===== src/shared/cmr_pkg.sv =====
// Shared constants and types for the control message port router
// What this block does
// RULE1 - Exactly four message ports: serial bus, network card, signal link, power link.
// RULE2 - Each module holds its own unique control address, also inside a cluster.
// RULE3 - Messages to the single global address are accepted by every module.
// RULE4 - Compare each received message address with own address; use it on a match.
// RULE5 - Non-matching messages repeat on all other ports, never back out the arrival port.
// RULE6 - Serial bus traffic goes to both links, and to the card when fitted.
// RULE7 - The serial bus control port runs at 115200 bits per second.
// RULE8 - A setting enables or disables bridging between serial bus and card port.
// RULE9 - Link ports carry messages from the serial bus and, if fitted, the card.
// RULE10 - Network audio uses only multicast bundles numbered 1 through 255.
// RULE11 - A reply leaves through the port on which the original message arrived.
// RULE12 - Own-address messages are consumed only; global ones are consumed and forwarded.
package cmr_pkg;

	// Port map, one bit per port in every mask
	localparam int          NPORT   = 4;
	localparam logic [1:0]  P_SER   = 2'h0;
	localparam logic [1:0]  P_CARD  = 2'h1;
	localparam logic [1:0]  P_SLINK = 2'h2;
	localparam logic [1:0]  P_POWER_END_LINK_PORT = 2'h3;
	localparam logic [3:0]  MASK_NONE = 4'h0;
	localparam logic [3:0]  MASK_ONE  = 4'h1;

	// Message layout
	localparam int          ADDR_W      = 8;
	localparam int          BODY_W      = 24;
	localparam logic [7:0]  GLOBAL_ADDR = 8'hFF;

	// Serial bus bit rate and derived bit period in clock cycles
	localparam longint      CLK_HZ      = 200000000;
	localparam longint      SER_BPS     = 115200;
	localparam int          BIT_CYC     = int'(CLK_HZ / SER_BPS);
	localparam logic [10:0] BIT_CYC_M1  = 11'(BIT_CYC - 1);
	localparam logic [10:0] BAUD_ZERO   = 11'h000;
	localparam logic [10:0] BAUD_ONE    = 11'h001;

	// Permitted multicast bundle numbers
	localparam logic [15:0] BUNDLE_MIN  = 16'h0001;
	localparam logic [15:0] BUNDLE_MAX  = 16'h00FF;

	// Receive buffer depth in messages
	localparam int          FIFO_DEPTH  = 8;

	typedef struct packed {
		logic [ADDR_W-1:0] addr;
		logic [BODY_W-1:0] body;
	} cmr_msg_s;

	typedef struct packed {
		cmr_msg_s   msg;
		logic [1:0] src;
	} cmr_entry_s;

	typedef enum logic [1:0] {
		ST_IDLE = 2'b01,
		ST_SEND = 2'b10
	} cmr_state_e;

endpackage : cmr_pkg


===== src/rtl/cmr_fifo.sv =====
// Flip-flop FIFO with valid and ready on both sides
`timescale 1ns/1ps
module cmr_fifo #(
	parameter int W     = 8,
	parameter int DEPTH = 8
) (
	input  wire logic         clk,
	input  wire logic         rst,
	input  wire logic         in_valid,
	output logic              in_ready,
	input  wire logic [W-1:0] in_data,
	output logic              out_valid,
	input  wire logic         out_ready,
	output logic [W-1:0]      out_data
);
	localparam int PW = $clog2(DEPTH);
	localparam int CW = $clog2(DEPTH + 1);

	logic [W-1:0]  mem_q [DEPTH];
	logic [W-1:0]  mem_d [DEPTH];
	logic [PW-1:0] wr_q, wr_d, rd_q, rd_d;
	logic [CW-1:0] cnt_q, cnt_d;
	logic          push, pop;

	// Full and empty come straight from the occupancy count
	assign in_ready  = (cnt_q != CW'(DEPTH));
	assign out_valid = (cnt_q != '0);
	assign out_data  = mem_q[rd_q];
	assign push      = in_valid & in_ready;
	assign pop       = out_valid & out_ready;

	// Next pointers, count and storage
	always_comb
	begin
		wr_d  = wr_q;
		rd_d  = rd_q;
		cnt_d = cnt_q;
		for (int i = 0; i < DEPTH; i++)
			mem_d[i] = mem_q[i];
		if (push)
		begin
			mem_d[wr_q] = in_data;
			wr_d        = (wr_q == PW'(DEPTH - 1)) ? '0 : wr_q + 1'b1;
		end
		if (pop)
			rd_d = (rd_q == PW'(DEPTH - 1)) ? '0 : rd_q + 1'b1;
		if (push && !pop)
			cnt_d = cnt_q + 1'b1;
		else if (pop && !push)
			cnt_d = cnt_q - 1'b1;
	end

	always_ff @(posedge clk or posedge rst)
	begin
		if (rst)
		begin
			wr_q  <= '0;
			rd_q  <= '0;
			cnt_q <= '0;
			for (int i = 0; i < DEPTH; i++)
				mem_q[i] <= '0;
		end
		else
		begin
			wr_q  <= wr_d;
			rd_q  <= rd_d;
			cnt_q <= cnt_d;
			for (int i = 0; i < DEPTH; i++)
				mem_q[i] <= mem_d[i];
		end
	end

	a_fifo_no_overflow : assert property (@(posedge clk) disable iff (rst)
		cnt_q <= CW'(DEPTH)) else $error("FIFO count beyond depth");

endmodule : cmr_fifo


===== src/rtl/cmr_router.sv =====
// Control message router: four ports, own and global address match, blind repeat
`timescale 1ns/1ps
module cmr_router
	import cmr_pkg::*;
(
	input  wire logic              clk,
	input  wire logic              rst,
	input  wire logic [ADDR_W-1:0] own_addr,
	input  wire logic              card_present_pin,
	input  wire logic              bridge_en,
	input  wire logic [15:0]       bundle_num,
	input  wire logic [NPORT-1:0]  in_valid,
	input  wire cmr_msg_s [NPORT-1:0] in_msg,
	output logic [NPORT-1:0]       in_ready,
	output logic [NPORT-1:0]       out_valid,
	output cmr_msg_s               out_msg,
	input  wire logic [NPORT-1:0]  out_ready,
	output logic                   cons_valid,
	output cmr_msg_s               cons_msg,
	output logic [1:0]             cons_src,
	output logic                   cons_global,
	input  wire logic              reply_valid,
	input  wire cmr_msg_s          reply_msg,
	output logic                   reply_ready,
	output logic                   card_usable,
	output logic                   ser_bit_tick
);

	// Card presence pin crossing into the clock domain
	logic card_meta_q, card_sync_q;
	logic card_meta_d, card_sync_d;
	logic card_ok_q, card_ok_d;

	always_comb
	begin
		card_meta_d = card_present_pin;
		card_sync_d = card_meta_q;
		// Card is used only with a permitted multicast bundle
		card_ok_d   = card_sync_q && (bundle_num >= BUNDLE_MIN)
		              && (bundle_num <= BUNDLE_MAX); // RULE10
	end

	always_ff @(posedge clk or posedge rst)
	begin
		if (rst)
		begin
			card_meta_q <= 1'b0;
			card_sync_q <= 1'b0;
			card_ok_q   <= 1'b0;
		end
		else
		begin
			card_meta_q <= card_meta_d;
			card_sync_q <= card_sync_d;
			card_ok_q   <= card_ok_d;
		end
	end

	assign card_usable = card_ok_q;

	// Bit-rate enable for the serial bus transceiver
	logic [10:0] baud_q, baud_d;
	logic        tick_q, tick_d;

	always_comb
	begin
		tick_d = (baud_q == BIT_CYC_M1); // RULE7
		baud_d = tick_d ? BAUD_ZERO : baud_q + BAUD_ONE;
	end

	always_ff @(posedge clk or posedge rst)
	begin
		if (rst)
		begin
			baud_q <= BAUD_ZERO;
			tick_q <= 1'b0;
		end
		else
		begin
			baud_q <= baud_d;
			tick_q <= tick_d;
		end
	end

	assign ser_bit_tick = tick_q;

	// Round-robin intake of the four ports into one buffer
	logic [1:0]       rr_q, rr_d;
	logic [NPORT-1:0] elig;
	logic [NPORT-1:0] grant;
	logic [1:0]       pick;
	logic             fifo_in_ready;
	cmr_entry_s       fifo_in, fifo_out;
	logic             fifo_out_valid, pop;

	// The card port takes nothing while it is absent or misconfigured
	always_comb
	begin
		elig         = in_valid;
		elig[P_CARD] = in_valid[P_CARD] & card_ok_q; // RULE1
	end

	always_comb
	begin
		logic [1:0] idx;
		idx   = 2'h0;
		pick  = 2'h0;
		grant = MASK_NONE;
		for (int k = NPORT - 1; k >= 0; k--)
		begin
			idx = rr_q + 2'(k);
			if (elig[idx])
				pick = idx;
		end
		if (|elig)
			grant = MASK_ONE << pick;
		rr_d = (|elig && fifo_in_ready) ? pick + 2'h1 : rr_q;
	end

	always_ff @(posedge clk or posedge rst)
	begin
		if (rst)
			rr_q <= 2'h0;
		else
			rr_q <= rr_d;
	end

	assign in_ready    = grant & {NPORT{fifo_in_ready}};
	assign fifo_in.msg = in_msg[pick];
	assign fifo_in.src = pick;

	cmr_fifo #(
		.W     ($bits(cmr_entry_s)),
		.DEPTH (FIFO_DEPTH)
	) u_rx_fifo (
		.clk       (clk),
		.rst       (rst),
		.in_valid  (|elig),
		.in_ready  (fifo_in_ready),
		.in_data   (fifo_in),
		.out_valid (fifo_out_valid),
		.out_ready (pop),
		.out_data  (fifo_out)
	);

	// Destination mask for a repeated message
	function automatic logic [3:0] fwd_mask(input logic [1:0] src,
	                                         input logic card, input logic bridge);
		logic [3:0] m;
		m = ~(MASK_ONE << src); // RULE5
		if (!card || (!bridge && src == P_SER))
			m[P_CARD] = 1'b0; // RULE6
		if (!bridge && src == P_CARD)
			m[P_SER] = 1'b0; // RULE8
		return m; // RULE9
	endfunction : fwd_mask

	// Router state: consume, repeat or reply, one message at a time
	cmr_state_e   state_q, state_d;
	logic [3:0]   pend_q, pend_d;
	logic [3:0]   rep_mask_q, rep_mask_d;
	logic [1:0]   cur_src_q, cur_src_d;
	logic         fwd_q, fwd_d;
	cmr_msg_s     out_msg_q, out_msg_d;
	logic         cons_valid_q, cons_valid_d;
	cmr_msg_s     cons_msg_q, cons_msg_d;
	logic [1:0]   cons_src_q, cons_src_d;
	logic         cons_glob_q, cons_glob_d;
	logic         is_own, is_glob;

	assign is_own  = (fifo_out.msg.addr == own_addr); // RULE2
	assign is_glob = (fifo_out.msg.addr == GLOBAL_ADDR);

	// Replies take priority so a waiting host is answered before new traffic
	always_comb
	begin
		state_d      = state_q;
		pend_d       = pend_q;
		rep_mask_d   = rep_mask_q;
		cur_src_d    = cur_src_q;
		fwd_d        = fwd_q;
		out_msg_d    = out_msg_q;
		cons_valid_d = 1'b0;
		cons_msg_d   = cons_msg_q;
		cons_src_d   = cons_src_q;
		cons_glob_d  = cons_glob_q;
		pop          = 1'b0;
		reply_ready  = 1'b0;
		case (state_q)
			ST_IDLE:
			begin
				if (reply_valid)
				begin
					reply_ready = 1'b1;
					out_msg_d   = reply_msg;
					fwd_d       = 1'b0;
					pend_d      = rep_mask_q; // RULE11
					if (rep_mask_q != MASK_NONE)
						state_d = ST_SEND;
				end
				else if (fifo_out_valid)
				begin
					pop       = 1'b1;
					cur_src_d = fifo_out.src;
					if (is_own || is_glob) // RULE4
					begin
						cons_valid_d = 1'b1; // RULE3
						cons_msg_d   = fifo_out.msg;
						cons_src_d   = fifo_out.src;
						cons_glob_d  = !is_own;
						rep_mask_d   = MASK_ONE << fifo_out.src;
					end
					// Own address stops here; global is repeated as well
					if (!is_own) // RULE12
					begin
						fwd_d     = 1'b1;
						out_msg_d = fifo_out.msg;
						pend_d    = fwd_mask(fifo_out.src, card_ok_q, bridge_en);
						state_d   = ST_SEND;
					end
				end
			end
			ST_SEND:
			begin
				// Each port drops out as it accepts; hold until all have
				pend_d = pend_q & ~out_ready;
				if (pend_d == MASK_NONE)
					state_d = ST_IDLE;
			end
			default:
			begin
				state_d = ST_IDLE;
				pend_d  = MASK_NONE;
			end
		endcase
	end

	always_ff @(posedge clk or posedge rst)
	begin
		if (rst)
		begin
			state_q      <= ST_IDLE;
			pend_q       <= MASK_NONE;
			rep_mask_q   <= MASK_NONE;
			cur_src_q    <= P_SER;
			fwd_q        <= 1'b0;
			out_msg_q    <= '0;
			cons_valid_q <= 1'b0;
			cons_msg_q   <= '0;
			cons_src_q   <= P_SER;
			cons_glob_q  <= 1'b0;
		end
		else
		begin
			state_q      <= state_d;
			pend_q       <= pend_d;
			rep_mask_q   <= rep_mask_d;
			cur_src_q    <= cur_src_d;
			fwd_q        <= fwd_d;
			out_msg_q    <= out_msg_d;
			cons_valid_q <= cons_valid_d;
			cons_msg_q   <= cons_msg_d;
			cons_src_q   <= cons_src_d;
			cons_glob_q  <= cons_glob_d;
		end
	end

	assign out_valid   = pend_q;
	assign out_msg     = out_msg_q;
	assign cons_valid  = cons_valid_q;
	assign cons_msg    = cons_msg_q;
	assign cons_src    = cons_src_q;
	assign cons_global = cons_glob_q;

	// Checks on the routing decisions and the serial bit-rate enable
	a_fwd_not_src : assert property (@(posedge clk) disable iff (rst) // RULE5
		(state_q == ST_SEND && fwd_q) |-> !pend_q[cur_src_q])
		else $error("Message repeated back out of its arrival port");

	a_own_consumed : assert property (@(posedge clk) disable iff (rst) // RULE12
		(pop && is_own) |=> (cons_valid_q && !cons_glob_q && state_q == ST_IDLE))
		else $error("Own-address message not consumed alone");

	a_glob_both : assert property (@(posedge clk) disable iff (rst) // RULE3
		(pop && is_glob && !is_own) |=> (cons_valid_q && cons_glob_q && state_q == ST_SEND))
		else $error("Global message not consumed and repeated");

	a_ser_to_links : assert property (@(posedge clk) disable iff (rst) // RULE6
		(pop && !is_own && !is_glob && fifo_out.src == P_SER)
		|=> (pend_q[P_SLINK] && pend_q[P_POWER_END_LINK_PORT] && !pend_q[P_SER]))
		else $error("Serial bus message missed a link port");

	a_bridge_off : assert property (@(posedge clk) disable iff (rst) // RULE8
		(pop && !is_own && !bridge_en && fifo_out.src == P_SER) |=> !pend_q[P_CARD])
		else $error("Serial traffic bridged to card while disabled");

	a_bit_period : assert property (@(posedge clk) disable iff (rst) // RULE7
		ser_bit_tick |=> (!ser_bit_tick && baud_q == BAUD_ONE))
		else $error("Bit-rate enable period wrong");

	a_reply_port : assert property (@(posedge clk) disable iff (rst) // RULE11
		(reply_valid && reply_ready) |=> ((pend_q & ~$past(rep_mask_q)) == MASK_NONE))
		else $error("Reply sent out of a port the original did not use");

	a_bundle_range : assert property (@(posedge clk) disable iff (rst) // RULE10
		card_usable |-> ($past(bundle_num) >= BUNDLE_MIN && $past(bundle_num) <= BUNDLE_MAX))
		else $error("Card used with bundle out of range");

	a_card_absent : assert property (@(posedge clk) disable iff (rst) // RULE1
		!card_usable |-> !in_ready[P_CARD])
		else $error("Card port accepted traffic without a usable card");

	a_match_used : assert property (@(posedge clk) disable iff (rst) // RULE4
		(pop && is_own) |=> (cons_msg_q == $past(fifo_out.msg)))
		else $error("Matching message not handed to the module");

endmodule : cmr_router


===== config.mk =====
export PLATFORM = sky130hd
export DESIGN_NAME = cmr_router
export DESIGN_NICKNAME = d
export VERILOG_FILES = /design/src/shared/cmr_pkg.sv /design/src/rtl/cmr_fifo.sv /design/src/rtl/cmr_router.sv
export SDC_FILE = /design/constraint.sdc
export NUM_CORES = 1
export LEC_CHECK = 0
export BUFFER_PORTS_ARGS = -buffer_cell sky130_fd_sc_hd__buf_2
export CORE_UTILIZATION = 55
export CTS_BUF_LIST = sky130_fd_sc_hd__clkbuf_4 sky130_fd_sc_hd__clkbuf_8
export DETAILED_ROUTE_END_ITERATION = 10
export PLACE_DENSITY = 0.82
export SETUP_SLACK_MARGIN = 0.2
export SLEW_MARGIN = 40
export SYNTH_ARGS = -nofsm -noshare
export SYNTH_HDL_FRONTEND = slang
export SYNTH_SLANG_ARGS = --single-unit

===== constraint.sdc =====
create_clock -name clk -period 12.42 [get_ports clk]
set_input_delay 0.621 -clock clk [delete_from_list [all_inputs] [get_ports clk]]
set_output_delay 0.621 -clock clk [all_outputs]
set_load 0.02 [all_outputs]

* After elaboration in Yosys (flattened, before gate mapping)
Index checks and enable logic that the tools add are counted.
** Operators by class
- Add/subtract/negate cells :: 9
- Multipliers :: 0
- Divide/modulo/power cells :: 0
- Magnitude comparators :: 10
- Eq/ne operators :: 14
- Shifts and indexed selects :: 2
- Multiplexer cells :: 50
- Bitwise gates (word level) :: 10
- Reductions and logical operators :: 26
** Operators with widths (number)
- $bwmux W272 :: 1
- $mux W32 :: 4
- $bmux W34 S3 :: 1
- $demux W34 S3 :: 1
- $mux W34 :: 3
- $bmux W32 S2 :: 1
- $mux W4 :: 6
- $mux W2 :: 9
- $ge A16 B1 Y1 const B :: 1
- $le A16 B8 Y1 const B :: 1
- $lt A2 B3 Y1 const B :: 5
- $mux W1 :: 15
- $add A11 B1 Y11 const B :: 1
- $eq A11 B11 Y1 const B :: 1
- $mux W11 :: 1
- $and A4 B4 Y4 :: 2
- $bmux W1 S2 :: 4
- $eq A8 B8 Y1 :: 1
- $eq A8 B8 Y1 const B :: 1
- $ge A4 B4 Y1 const B :: 2
- $logic_and A1 B1 Y1 :: 8
- $not A3 Y4 :: 2
- $not A4 Y4 :: 2
- $pmux W4 S2 :: 1
- other kinds (28) :: 47
** Word-level totals
- Flip-flop bits (word level) :: 377
- Bits in latches :: 0
- RAM bits :: 0
- Bits in read-only memories :: 0
- Input bits :: 197
- Word-level logic and storage cells :: 148
- Memories :: 0

* Logic depth before layout (Yosys ltp)
Gate-level depths: netlist of run 1.
- Depth after elaboration :: 12
- Depth in mapped cells :: 12
- Mapped depth without buffers :: 12

* Modules after synthesis
Synthesis of run 1 repeated with hierarchy kept, for this count alone.
** Unflattened totals
- Cells, all modules :: 1248
- Area, all modules :: 18465.2 um2
** By module, submodules not included
- cmr_fifo :: times used 1, cells each 760, area an instance 12891.1 um2
- cmr_router :: times used 1, cells each 488, area an instance 5574.1 um2

* Worst setup path after synthesis of run 1
Ideal clock, no wire load.
- Path type :: input-to-output
- Start point :: input port in_valid[0]
- End point :: output port in_ready[0]
- Data arrival time :: 2.677 ns
- Data required time :: 11.799 ns
- Setup slack :: 9.122 ns
- Stages :: 8
- Buffers on the path :: 2
- Cells stage by stage :: nand2_1 -> a31oi_1 -> a311oi_1 -> clkbuf_1 -> clkbuf_1 -> inv_1 -> ha_1 -> and2_1
** RTL lines
- from (decl) :: line cmr_router.sv:12 : input wire logic [NPORT-1:0] in_valid,
- to (decl) :: line cmr_router.sv:14 : output logic [NPORT-1:0] in_ready,

* Worst setup path after layout of run 1
- Start point :: register u_rx_fifo.rd_q[0]
- End point :: register out_msg_q (netlist bit out_msg[31])
** On the way
- Word-level cells in the longest chain between the ends :: 7
** Ends and longest elaborated chain
- from (decl) :: line cmr_fifo.sv:21 : logic [PW-1:0] wr_q, wr_d, rd_q, rd_d;
- from (signal assigned) :: line cmr_fifo.sv:66 : rd_q <= rd_d;
- $not A3 Y4 (not written as such) (*) :: line cmr_fifo.sv:28 : assign out_data = mem_q[rd_q];
- $bmux W34 S3 (*) :: line cmr_fifo.sv:28
- $mux W34 (not written as such) (*) (2 in series) :: line cmr_fifo.sv:28
- $eq A8 B8 Y1 / $mux W32 (equally long branches) :: line cmr_router.sv:171, cmr_router.sv:214
- $ne A2 B2 Y1 (no source line) / $mux W32 (equally long branches)
- $reduce_and A3 Y1 (no source line) / $mux W32 (equally long branches)
- to (signal assigned) :: line cmr_router.sv:260 : out_msg_q <= out_msg_d;
- to (decl) :: line cmr_router.sv:164 : cmr_msg_s out_msg_q, out_msg_d;
Every way passes the cells marked *; elsewhere a longest branch is shown, timed or not. The select of a mux whose other input is x is not followed.
A chain may end at the register's enable or synchronous reset.

==> results of run 1 <==
where the power goes:
part           leakage [nW]  internal (mW)  switching (mW)
registers              4.55           1.83           0.390
clock network         0.704          0.629           0.488
logic                  4.89           1.30            1.26
worst max-delay path, stage by stage (launching register included):
cell and delay [ns]:
dfrtp_4 0.91, mux4_2 0.59, nand2_1 0.07, and2_0 0.31, xor2_1 0.17, and3_1 0.22, a31oi_1 0.19, o21ai_4 0.63
buf_4 0.47, mux2_2 0.38
layout by cell type (no fill, tap or decap), types with 5 or more instances in the layout:
cell type  netlist  routed
nor3_1           6       5
nor2_1          33      31
mux2_2         283     283
clkinv_2         0      11
buf_4            4      16
mux2_1          31      31
clkbuf_8         0      81
o21ai_0         14      14
nor2b_1          8       8
xnor2_1         12      12
inv_1           40      39
buf_2           13     275
and2_1           7       7
xor2_1           9       9
nor4_1           8       7
ha_1            14      14
mux2i_1        167     167
dfrtp_1        376     373
a22oi_1          7       7
nand3_1          7       7
nand2_1        111     111
clkbuf_4         0      16
a21oi_1          8       7
mux4_2          62      62
metal layers:
metal / vias up / global-route usage (%)
li1: 5334 / -
met5: - / 0
met3: 66 / 4.69
met2: 384 / 43.4
met4: 0 / 6.77
met1: 6086 / 34.3
registers in the layout, indices dropped and copies added (netlist names):
name             count
cons_global          1
u_rx_fifo.cnt_q      4
card_usable          1
cons_src             2
card_meta_q          1
ser_bit_tick         1
cons_msg            32
card_sync_q          1
rep_mask_q           4
u_rx_fifo.wr_q       3
out_valid            4
state_q              2
u_rx_fifo.mem_q    272
cons_valid           1
baud_q              11
u_rx_fifo.rd_q       3
out_msg             32
rr_q                 2
final cells by class:
| class | count | area share (%) |
|---|---|---|
| repair buffers | 295 | 7.21 |
| well taps | 442 | 2.59 |
| clock buffers | 97 | 5.78 |
| clock inverters | 14 | 0.369 |
| flip-flops and latches | 377 | 44.2 |
| inverters | 42 | 0.808 |
| multi-input cells | 831 | 39.1 |
final timing paths:
path	end	slack (ns)	cells past startpoint
setup / recovery	out_msg[31]	8.33	9
hold / removal	u_rx_fifo.mem_q[39]	0.06	2
setup reg to reg	out_msg[31]	8.33	9
hold reg to reg	card_sync_q	0.35	0
max in group asynchronous	u_rx_fifo.mem_q[14]	10.72	4
min in group clk	card_meta_q	0.13	1
cell families (layout without fill, tap and decap cells):
family,count (synthesis),count (layout)
AO/OA/AOI/OAI,47,47
XOR/XNOR,21,21
adder cells (fa/ha/maj),15,15
buffers and inverters,117,448
flip-flops,377,377
multiplexers,545,545
AND/OR/NAND/NOR,203,203
==> impl_metrics.ini, run 1 <==
[setup_path]
startpoint_type = flip-flop
path_max_fanout = 37
cp.arrival_ns = 4.57
r2r_start = u_rx_fifo.rd_q[0]
cp-end-kind = flip-flop
critPathKind = flip-flop to flip-flop
required_ns = 12.90
startpoint = u_rx_fifo.rd_q[0]

[floorplanning]
die_x_um = 184
die_y_um = 184
initial_utilization_pct = 55.9
die_area_sq_mm = 0.0338
io_pins = 276
rows = 66
core_sq_mm = 0.0325

[flow_run]
drv_cap = 0

[cells_and_area]
finalNonFillerCells = 2098
area_growth_pct = 17.6
fin_util_pct = 65.7
drive_gt1_share_pct = 46.9
nNetsFinal = 1818
multi_input_area_sq_mm = 0.00835
antenna_cells = 0
register_area_sq_mm = 0.00944
design_area_sq_mm = 0.0214
fill_cells = 2413

[power]
total_power_mw = 5.89
leakage_nw = 10.1
ir_drop_v = 0.000127
p_per_area_mw_per_mm2 = 276

[timing]
max_freq_mhz = 245
setup_viol = 0
tightest_slew_ns = 0.843
min_period_over_period_pct = 32.9
rsz0062_at_grt = false
setup_tns_ns = 0
min_period_ns = 4.09
skew_ns = 0.0151
fin_ws_ns = 8.33
hold_ws_ns = 0.0609
slew_violations = 0
slew_headroom_pct = 42.2
hold_viol_final = 0

[place]
place_area_sq_mm = 0.0200
gp_congestion = 0.873
portBuffers = 275
dp_cells = 1987
dp_hpwl_um = 27100
pre_cts_ws_ns = 8.32

[routing]
viasPerCell = 5.66
num_vias = 11900
drc = 0
ant_nets = 0
dr_wl_met2_um = 20600
wl_um = 41800
drt-met1-wl_um = 18100
dr.pass1.iters = 6
top_layer = met4
drtIter0Drc = 720
wl_met3_um = 2400
wire_per_inst_um = 19.9

[logic_synthesis]
synth_top_cell_area_share_pct = 51.8
synth-xor-area-share_pct = 1.01
ys_warn_count = 0
synthSimpleGateAreaFrac_pct = 5.03
yosysSeqAreaShare_pct = 51.9
yosysTopAreaCell = dfrtp_1
avgSynthCellArea_sq_um = 13.7
synth_common_cells = dfrtp_1, mux2_2, mux2i_1, nand2_1, mux4_2
synth_most_common_cell = dfrtp_1
ys_seq_elements = 377
synth_compound_area_share_pct = 1.75
netlist_area_sq_mm = 0.0182
synthDistinctLibCells = 54
synth_top_family_by_area = multiplexers
yosys-top-cells-area = dfrtp_1, mux2_2, mux2i_1, mux4_2, nand2_1
muxShareOfSynthArea_pct = 36.5
yosys.area_share.adder_pct = 1.07
synth_nets = 1537
synth_edf_count = 0
synthCells = 1325
ys_async_sr_fraction_pct = 100
synth_ff_type = dfrtp_1

[grt]
grt_pass1_vias = 12600
grt_pass1_wl_um = 67500
grt_max_degree = 113
grt_antenna_before_repair = 0
grt.total_usage_pct = 25.7
overflow = 0

[cts]
clock_latency_ns = 0.60
cts_made_buffers = 59
post_cts_buffers = 0
cts_tree = done
clock-root-buffer = clkbuf_8
clock_path_buffers = 3
clock_sinks = 377
hold_buffers = 0
cts_max_level = 2
path_clk_slew_ns = 0.06
post_cts_resized = 0

[outcome]
status = completed

[worst_hold_path]
min_path_type = primary input to asynchronous set/reset pin
No activity file was read; power rests on OpenSTA's default activity.
==> run 2: changes to the inputs <==
==> constraint.sdc (replaced) <==
create_clock -name clk -period 3.9 [get_ports clk]
set_input_delay 0.195 -clock clk [delete_from_list [all_inputs] [get_ports clk]]
set_output_delay 0.195 -clock clk [all_outputs]
set_load 0.02 [all_outputs]
==> run 2 against run 1 <==
  * Critical path type unchanged
  * Clock power rose to 3.1 times the previous value
  * Largest power group unchanged
  * Final area is 2.1% higher
  * Sequential cell count unchanged
  * Die area did not move
==> impl_metrics.ini, run 2 (same netlist as run 1, synthesis figures left out) <==
[outcome]
status = completed

[flow_run]
drv_cap = 0

[setup_path]
max_stage_delay_ns = 0.74
rrSetupSlack_ns = 0.51
startpoint = u_rx_fifo.rd_q[0]
critPathKind = flip-flop to flip-flop
r2r_start = u_rx_fifo.rd_q[0]
startpoint_type = flip-flop
path_buf_inv = 2
reg2reg_to = cons_msg[3]
cp.arrival_ns = 3.85
path_max_fanout = 28
path_cells = buf_4 > mux2i_1 > a22oi_1 > o21ai_1 > xnor2_1 > nor2_1 > nand3_2 > o21ai_4 > buf_12 > mux2_1
cp-end-kind = flip-flop
cp_num_cells = 10
critPathCapture = cons_msg[3]
required_ns = 4.36
worstRegToRegCells = 10
slowest_stage = dfrtp_4
cp_top_family = flip-flops

[cts]
post_cts_resized = 0
cts_made_buffers = 58
clock_latency_ns = 0.60
clock-root-buffer = clkbuf_8
cts_max_level = 2
clock_path_buffers = 3
clock_sinks = 377
path_clk_slew_ns = 0.06
cts_tree = done

[grt]
grt_pass1_wl_um = 67500
grt.total_usage_pct = 25.6
grt_antenna_before_repair = 0
grt_pass1_vias = 12800
overflow = 0
grt_max_degree = 140

[timing]
slew_headroom_pct = 43.7
min_period_ns = 3.39
min_period_over_period_pct = 86.8
fin_ws_ns = 0.514
tightest_slew_ns = 0.822
skew_ns = 0.0202
slew_violations = 0
hold_viol_final = 0
rsz0062_at_grt = false
hold_ws_ns = 0.138
max_freq_mhz = 295
setup_viol = 0

[cells_and_area]
layout_common_cells = dfrtp_1, mux2_2, buf_2, mux2i_1, nand2_1
drive_gt1_share_pct = 46.0
register_area_sq_mm = 0.00944
fin_util_pct = 67.1
fill_cells = 2400
area_growth_pct = 20.1
regMostFlops = u_rx_fifo.mem_q
nNetsFinal = 1866
largest_reg_flops = 272
final_common_cell = dfrtp_1
multi_input_area_sq_mm = 0.00834

[floorplanning]
die_x_um = 184
core_sq_mm = 0.0325
die_y_um = 184
die_area_sq_mm = 0.0338
io_pins = 276
initial_utilization_pct = 55.9
rows = 66

[routing]
wl_um = 41800
num_vias = 12000
drc = 0
ant_nets = 0
dr.pass1.iters = 5
drtIter0Drc = 553
wire_per_inst_um = 19.6
viasPerCell = 5.63

[place]
portBuffers = 275
dp_hpwl_um = 27000
gp_congestion = 0.812
pre_cts_ws_ns = 0.522

[worst_hold_path]
worstHoldStart = reply_valid
min_path_type = primary input to flip-flop

[power]
ir_drop_v = 0.000506
leakage_nw = 10.3
p_per_area_mw_per_mm2 = 860
-- run 2: final cells by class --
cell class	instances	area share [%]
diodes	1	0.0115
clock buffers	97	5.37
clock inverters	5	0.355
inverters	42	0.751
multi-input cells	831	38.2
flip-flops and latches	377	43.3
well taps	442	2.53
repair buffers	344	9.52
-- run 2: metal layers --
| layer | part of all wire [%] | global-route usage (%) | up-vias |
|---|---|---|---|
| met5 | 0 | 0 | - |
| met4 | 2.0 | 7.33 | 0 |
| met3 | 5.3 | 3.65 | 65 |
| met2 | 48 | 42.6 | 384 |
| met1 | 44 | 35.1 | 6156 |
| li1 | - | - | 5430 |
-- run 2: metrics by stage --
| step | setup TNS [ns] | area (sq um) | power (mW) | std cells |
|---|---|---|---|---|
| 2_1_floorplan | -510.70 | 18200 | 13.0 | 1325 |
| 3_3_place_gp | 0 | 20200 | 14.9 | 1998 |
| 3_5_place_dp | 0 | 20200 | 15.3 | 1998 |
| 6_report | 0 | 21800 | 18.8 | 2139 |
| 5_1_grt | 0 | 21800 | 19.9 | 2138 |
| 4_1_cts | 0 | 21800 | 18.9 | 2138 |
-- run 2: report_power, final --
group          internal (mW)  leakage, nW  switching [mW]
Sequential              5.83         4.55            1.16
Combinational           4.23         5.10            4.06
Clock                   2.01        0.666            1.48
Total                   12.1         10.3            6.70
-- run 2: timing repair --
| action | 4_1_cts | 5_1_grt |
|---|---|---|
| hold buffers | 38 | 0 |
| endpoints found under the hold margin | 57 | 0 |
| setup buffers | 0 | 0 |
-- run 2: how the worst min path moves through the flow --
stage | to | slack (ns) | depth (start not counted)
floorplan | card_meta_q | 0.23 | 0
global placement | u_rx_fifo.mem_q[143] | 0.31 | 2
detailed placement | u_rx_fifo.mem_q[143] | 0.31 | 2
CTS | state_q[1] | 0.13 | 3
global route | state_q[1] | 0.17 | 3
finish | state_q[1] | 0.14 | 3
-- run 2: tightest hold or removal path, delay by kind of cell --
family	cells	cell delay (ns)
simple gates	1	0.15
buf+inv	1	0.25
compound gates	1	0.08
==> run 3: changes to the inputs <==
--- a/config.mk
+++ b/config.mk
@@ -6,10 +6,13 @@
 export NUM_CORES = 1
 export LEC_CHECK = 0
 export BUFFER_PORTS_ARGS = -buffer_cell sky130_fd_sc_hd__buf_2
-export CORE_UTILIZATION = 55
+export CELL_PAD_IN_SITES_DETAIL_PLACEMENT = 1
+export CELL_PAD_IN_SITES_GLOBAL_PLACEMENT = 1
+export CORE_UTILIZATION = 49
 export CTS_BUF_LIST = sky130_fd_sc_hd__clkbuf_4 sky130_fd_sc_hd__clkbuf_8
 export DETAILED_ROUTE_END_ITERATION = 10
-export PLACE_DENSITY = 0.82
+export PLACE_DENSITY = 0.88
+export RECOVER_POWER = 100
 export SETUP_SLACK_MARGIN = 0.2
 export SLEW_MARGIN = 40
 export SYNTH_ARGS = -nofsm -noshare
==> run 3 against run 2 <==
  * The run now ends with max-capacitance violations, max-slew violations left
  * Final cell count rose by 1.9%
  * Via count rose by 6.8%
  * Clock power rose by 4%
  * Combinational power rose by 6.0%
  * Setup slack got worse by 0.23 ns
  * Critical path type is now flip-flop to output port
==> impl_metrics.ini, run 3 (same netlist as run 1, synthesis figures left out) <==
[cells_and_area]
final_common_cell = dfrtp_1
largest_reg_flops = 272
area_growth_pct = 19.8
fill_cells = 3638
layout_common_cells = dfrtp_1, mux2_2, buf_2, mux2i_1, nand2_1
fin_util_pct = 59.6
drive_gt1_share_pct = 38.6
nNetsFinal = 1882
regMostFlops = u_rx_fifo.mem_q

[power]
ir_drop_v = 0.000375
total_power_mw = 19.7
p_per_area_mw_per_mm2 = 906
leakage_nw = 10.1

[floorplanning]
die_y_um = 195
rows = 70
die_x_um = 195
core_sq_mm = 0.0365
die_area_sq_mm = 0.0379
io_pins = 276
initial_utilization_pct = 49.8

[setup_path]
startpoint_type = flip-flop
cp.arrival_ns = 3.42
max_stage_delay_ns = 1.17
cp_top_family = compound AO/OA/AOI/OAI gates
path_cells = mux2i_1 > nor2_1 > a311oi_1 > buf_12 > inv_1 > ha_1 > and2_1 > clkbuf_1
path_buf_inv = 3
slowest_stage = a311oi_1
path_max_fanout = 16
critPathKind = flip-flop to output port
required_ns = 3.70
cp-end-kind = output port

[cts]
clock_latency_ns = 0.63
clock_path_buffers = 3
cts_made_buffers = 59
path_clk_slew_ns = 0.07
clock_sinks = 377
cts_max_level = 2
post_cts_resized = 0
clock-root-buffer = clkbuf_8
cts_tree = done

[routing]
drtIter0Drc = 761
drc = 0
ant_nets = 0
dr.pass1.iters = 5
wire_per_inst_um = 26.0
num_vias = 12900
wl_um = 56700
viasPerCell = 5.90

[grt]
grt_pass1_vias = 14900
grt.total_usage_pct = 30.6
grt_pass1_wl_um = 89100
grt_max_degree = 114
overflow = 0
grt_antenna_before_repair = 1

[timing]
setup_tns_ns = 0
setup_viol = 0
fin_ws_ns = 0.280
max_freq_mhz = 276
slew_violations = 150
slew_headroom_pct = -7.50
skew_ns = 0.0202
hold_ws_ns = 0.158
min_period_over_period_pct = 92.8
hold_viol_final = 0
tightest_slew_ns = 1.61
rsz0062_at_grt = false
min_period_ns = 3.62

[worst_hold_path]
min_path_type = primary input to asynchronous set/reset pin

[outcome]
violations = max-capacitance violations, max-slew violations
status = finished with violations

[place]
portBuffers = 275
dp_hpwl_um = 34800
gp_congestion = 0.813
pre_cts_ws_ns = 0.495

[flow_run]
drv_cap = 3
run 3: layout make-up:
class,instances,area [sq um],area share (%)
Clock buffer,94,1160,5.34
Multi-Input combinational cell,831,8270,38.0
Timing Repair Buffer,359,2060,9.47
Clock inverter,7,85.1,0.391
Inverter,42,161,0.741
Antenna cell,1,2.50,0.0115
Sequential cell,377,9440,43.4
Tap cell,468,586,2.69
run 3: routing by layer:
layer / part of all wire [%] / vias up / track usage (%)
met1: 39 / 6784 / 37.8
met3: 4.7 / 129 / 4.37
met4: 3.1 / 0 / 11.9
met5: 0 / - / 0
met2: 53 / 495 / 54.3
li1: - / 5449 / -
run 3: worst paths after layout:
| path | from | end | slack [ns] | depth (start not counted) |
|---|---|---|---|---|
| max in group asynchronous | rst | cons_msg[14] | 0.74 | 5 |
| worst min-delay path | rst | cons_msg[6] | 0.16 | 3 |
| worst min register to register | card_meta_q | card_sync_q | 0.36 | 0 |
| min in group clk | reply_valid | state_q[1] | 0.18 | 3 |
| worst max register to register | u_rx_fifo.cnt_q[0] | u_rx_fifo.mem_q[69] | 0.32 | 6 |
| worst max-delay path | rr_q[1] | in_ready[0] | 0.28 | 8 |
run 3: tightest hold or removal path: cells and delay by family:
family                 cells  cell delay [ns]
buffers and inverters      3             1.03
run 3: repair_timing:
item | CTS | global route
hold buffers | 38 | 0
setup buffers | 0 | 1
hold endpoints to repair | 61 | 0
endpoints found under the setup margin | 0 | 2
run 3: through the flow:
step / cells / area, sq um
global route: 2179 / 21800
global placement: 2035 / 20300
detailed placement: 2037 / 20300
floorplan: 1325 / 18200
finish: 2179 / 21800
CTS: 2176 / 22000
run 3: report_power, final:
part | switching [mW] | internal, mW
Sequential | 1.45 | 5.84
Combinational | 4.67 | 4.13
Clock | 1.64 | 2.00
Total | 7.76 | 12.0
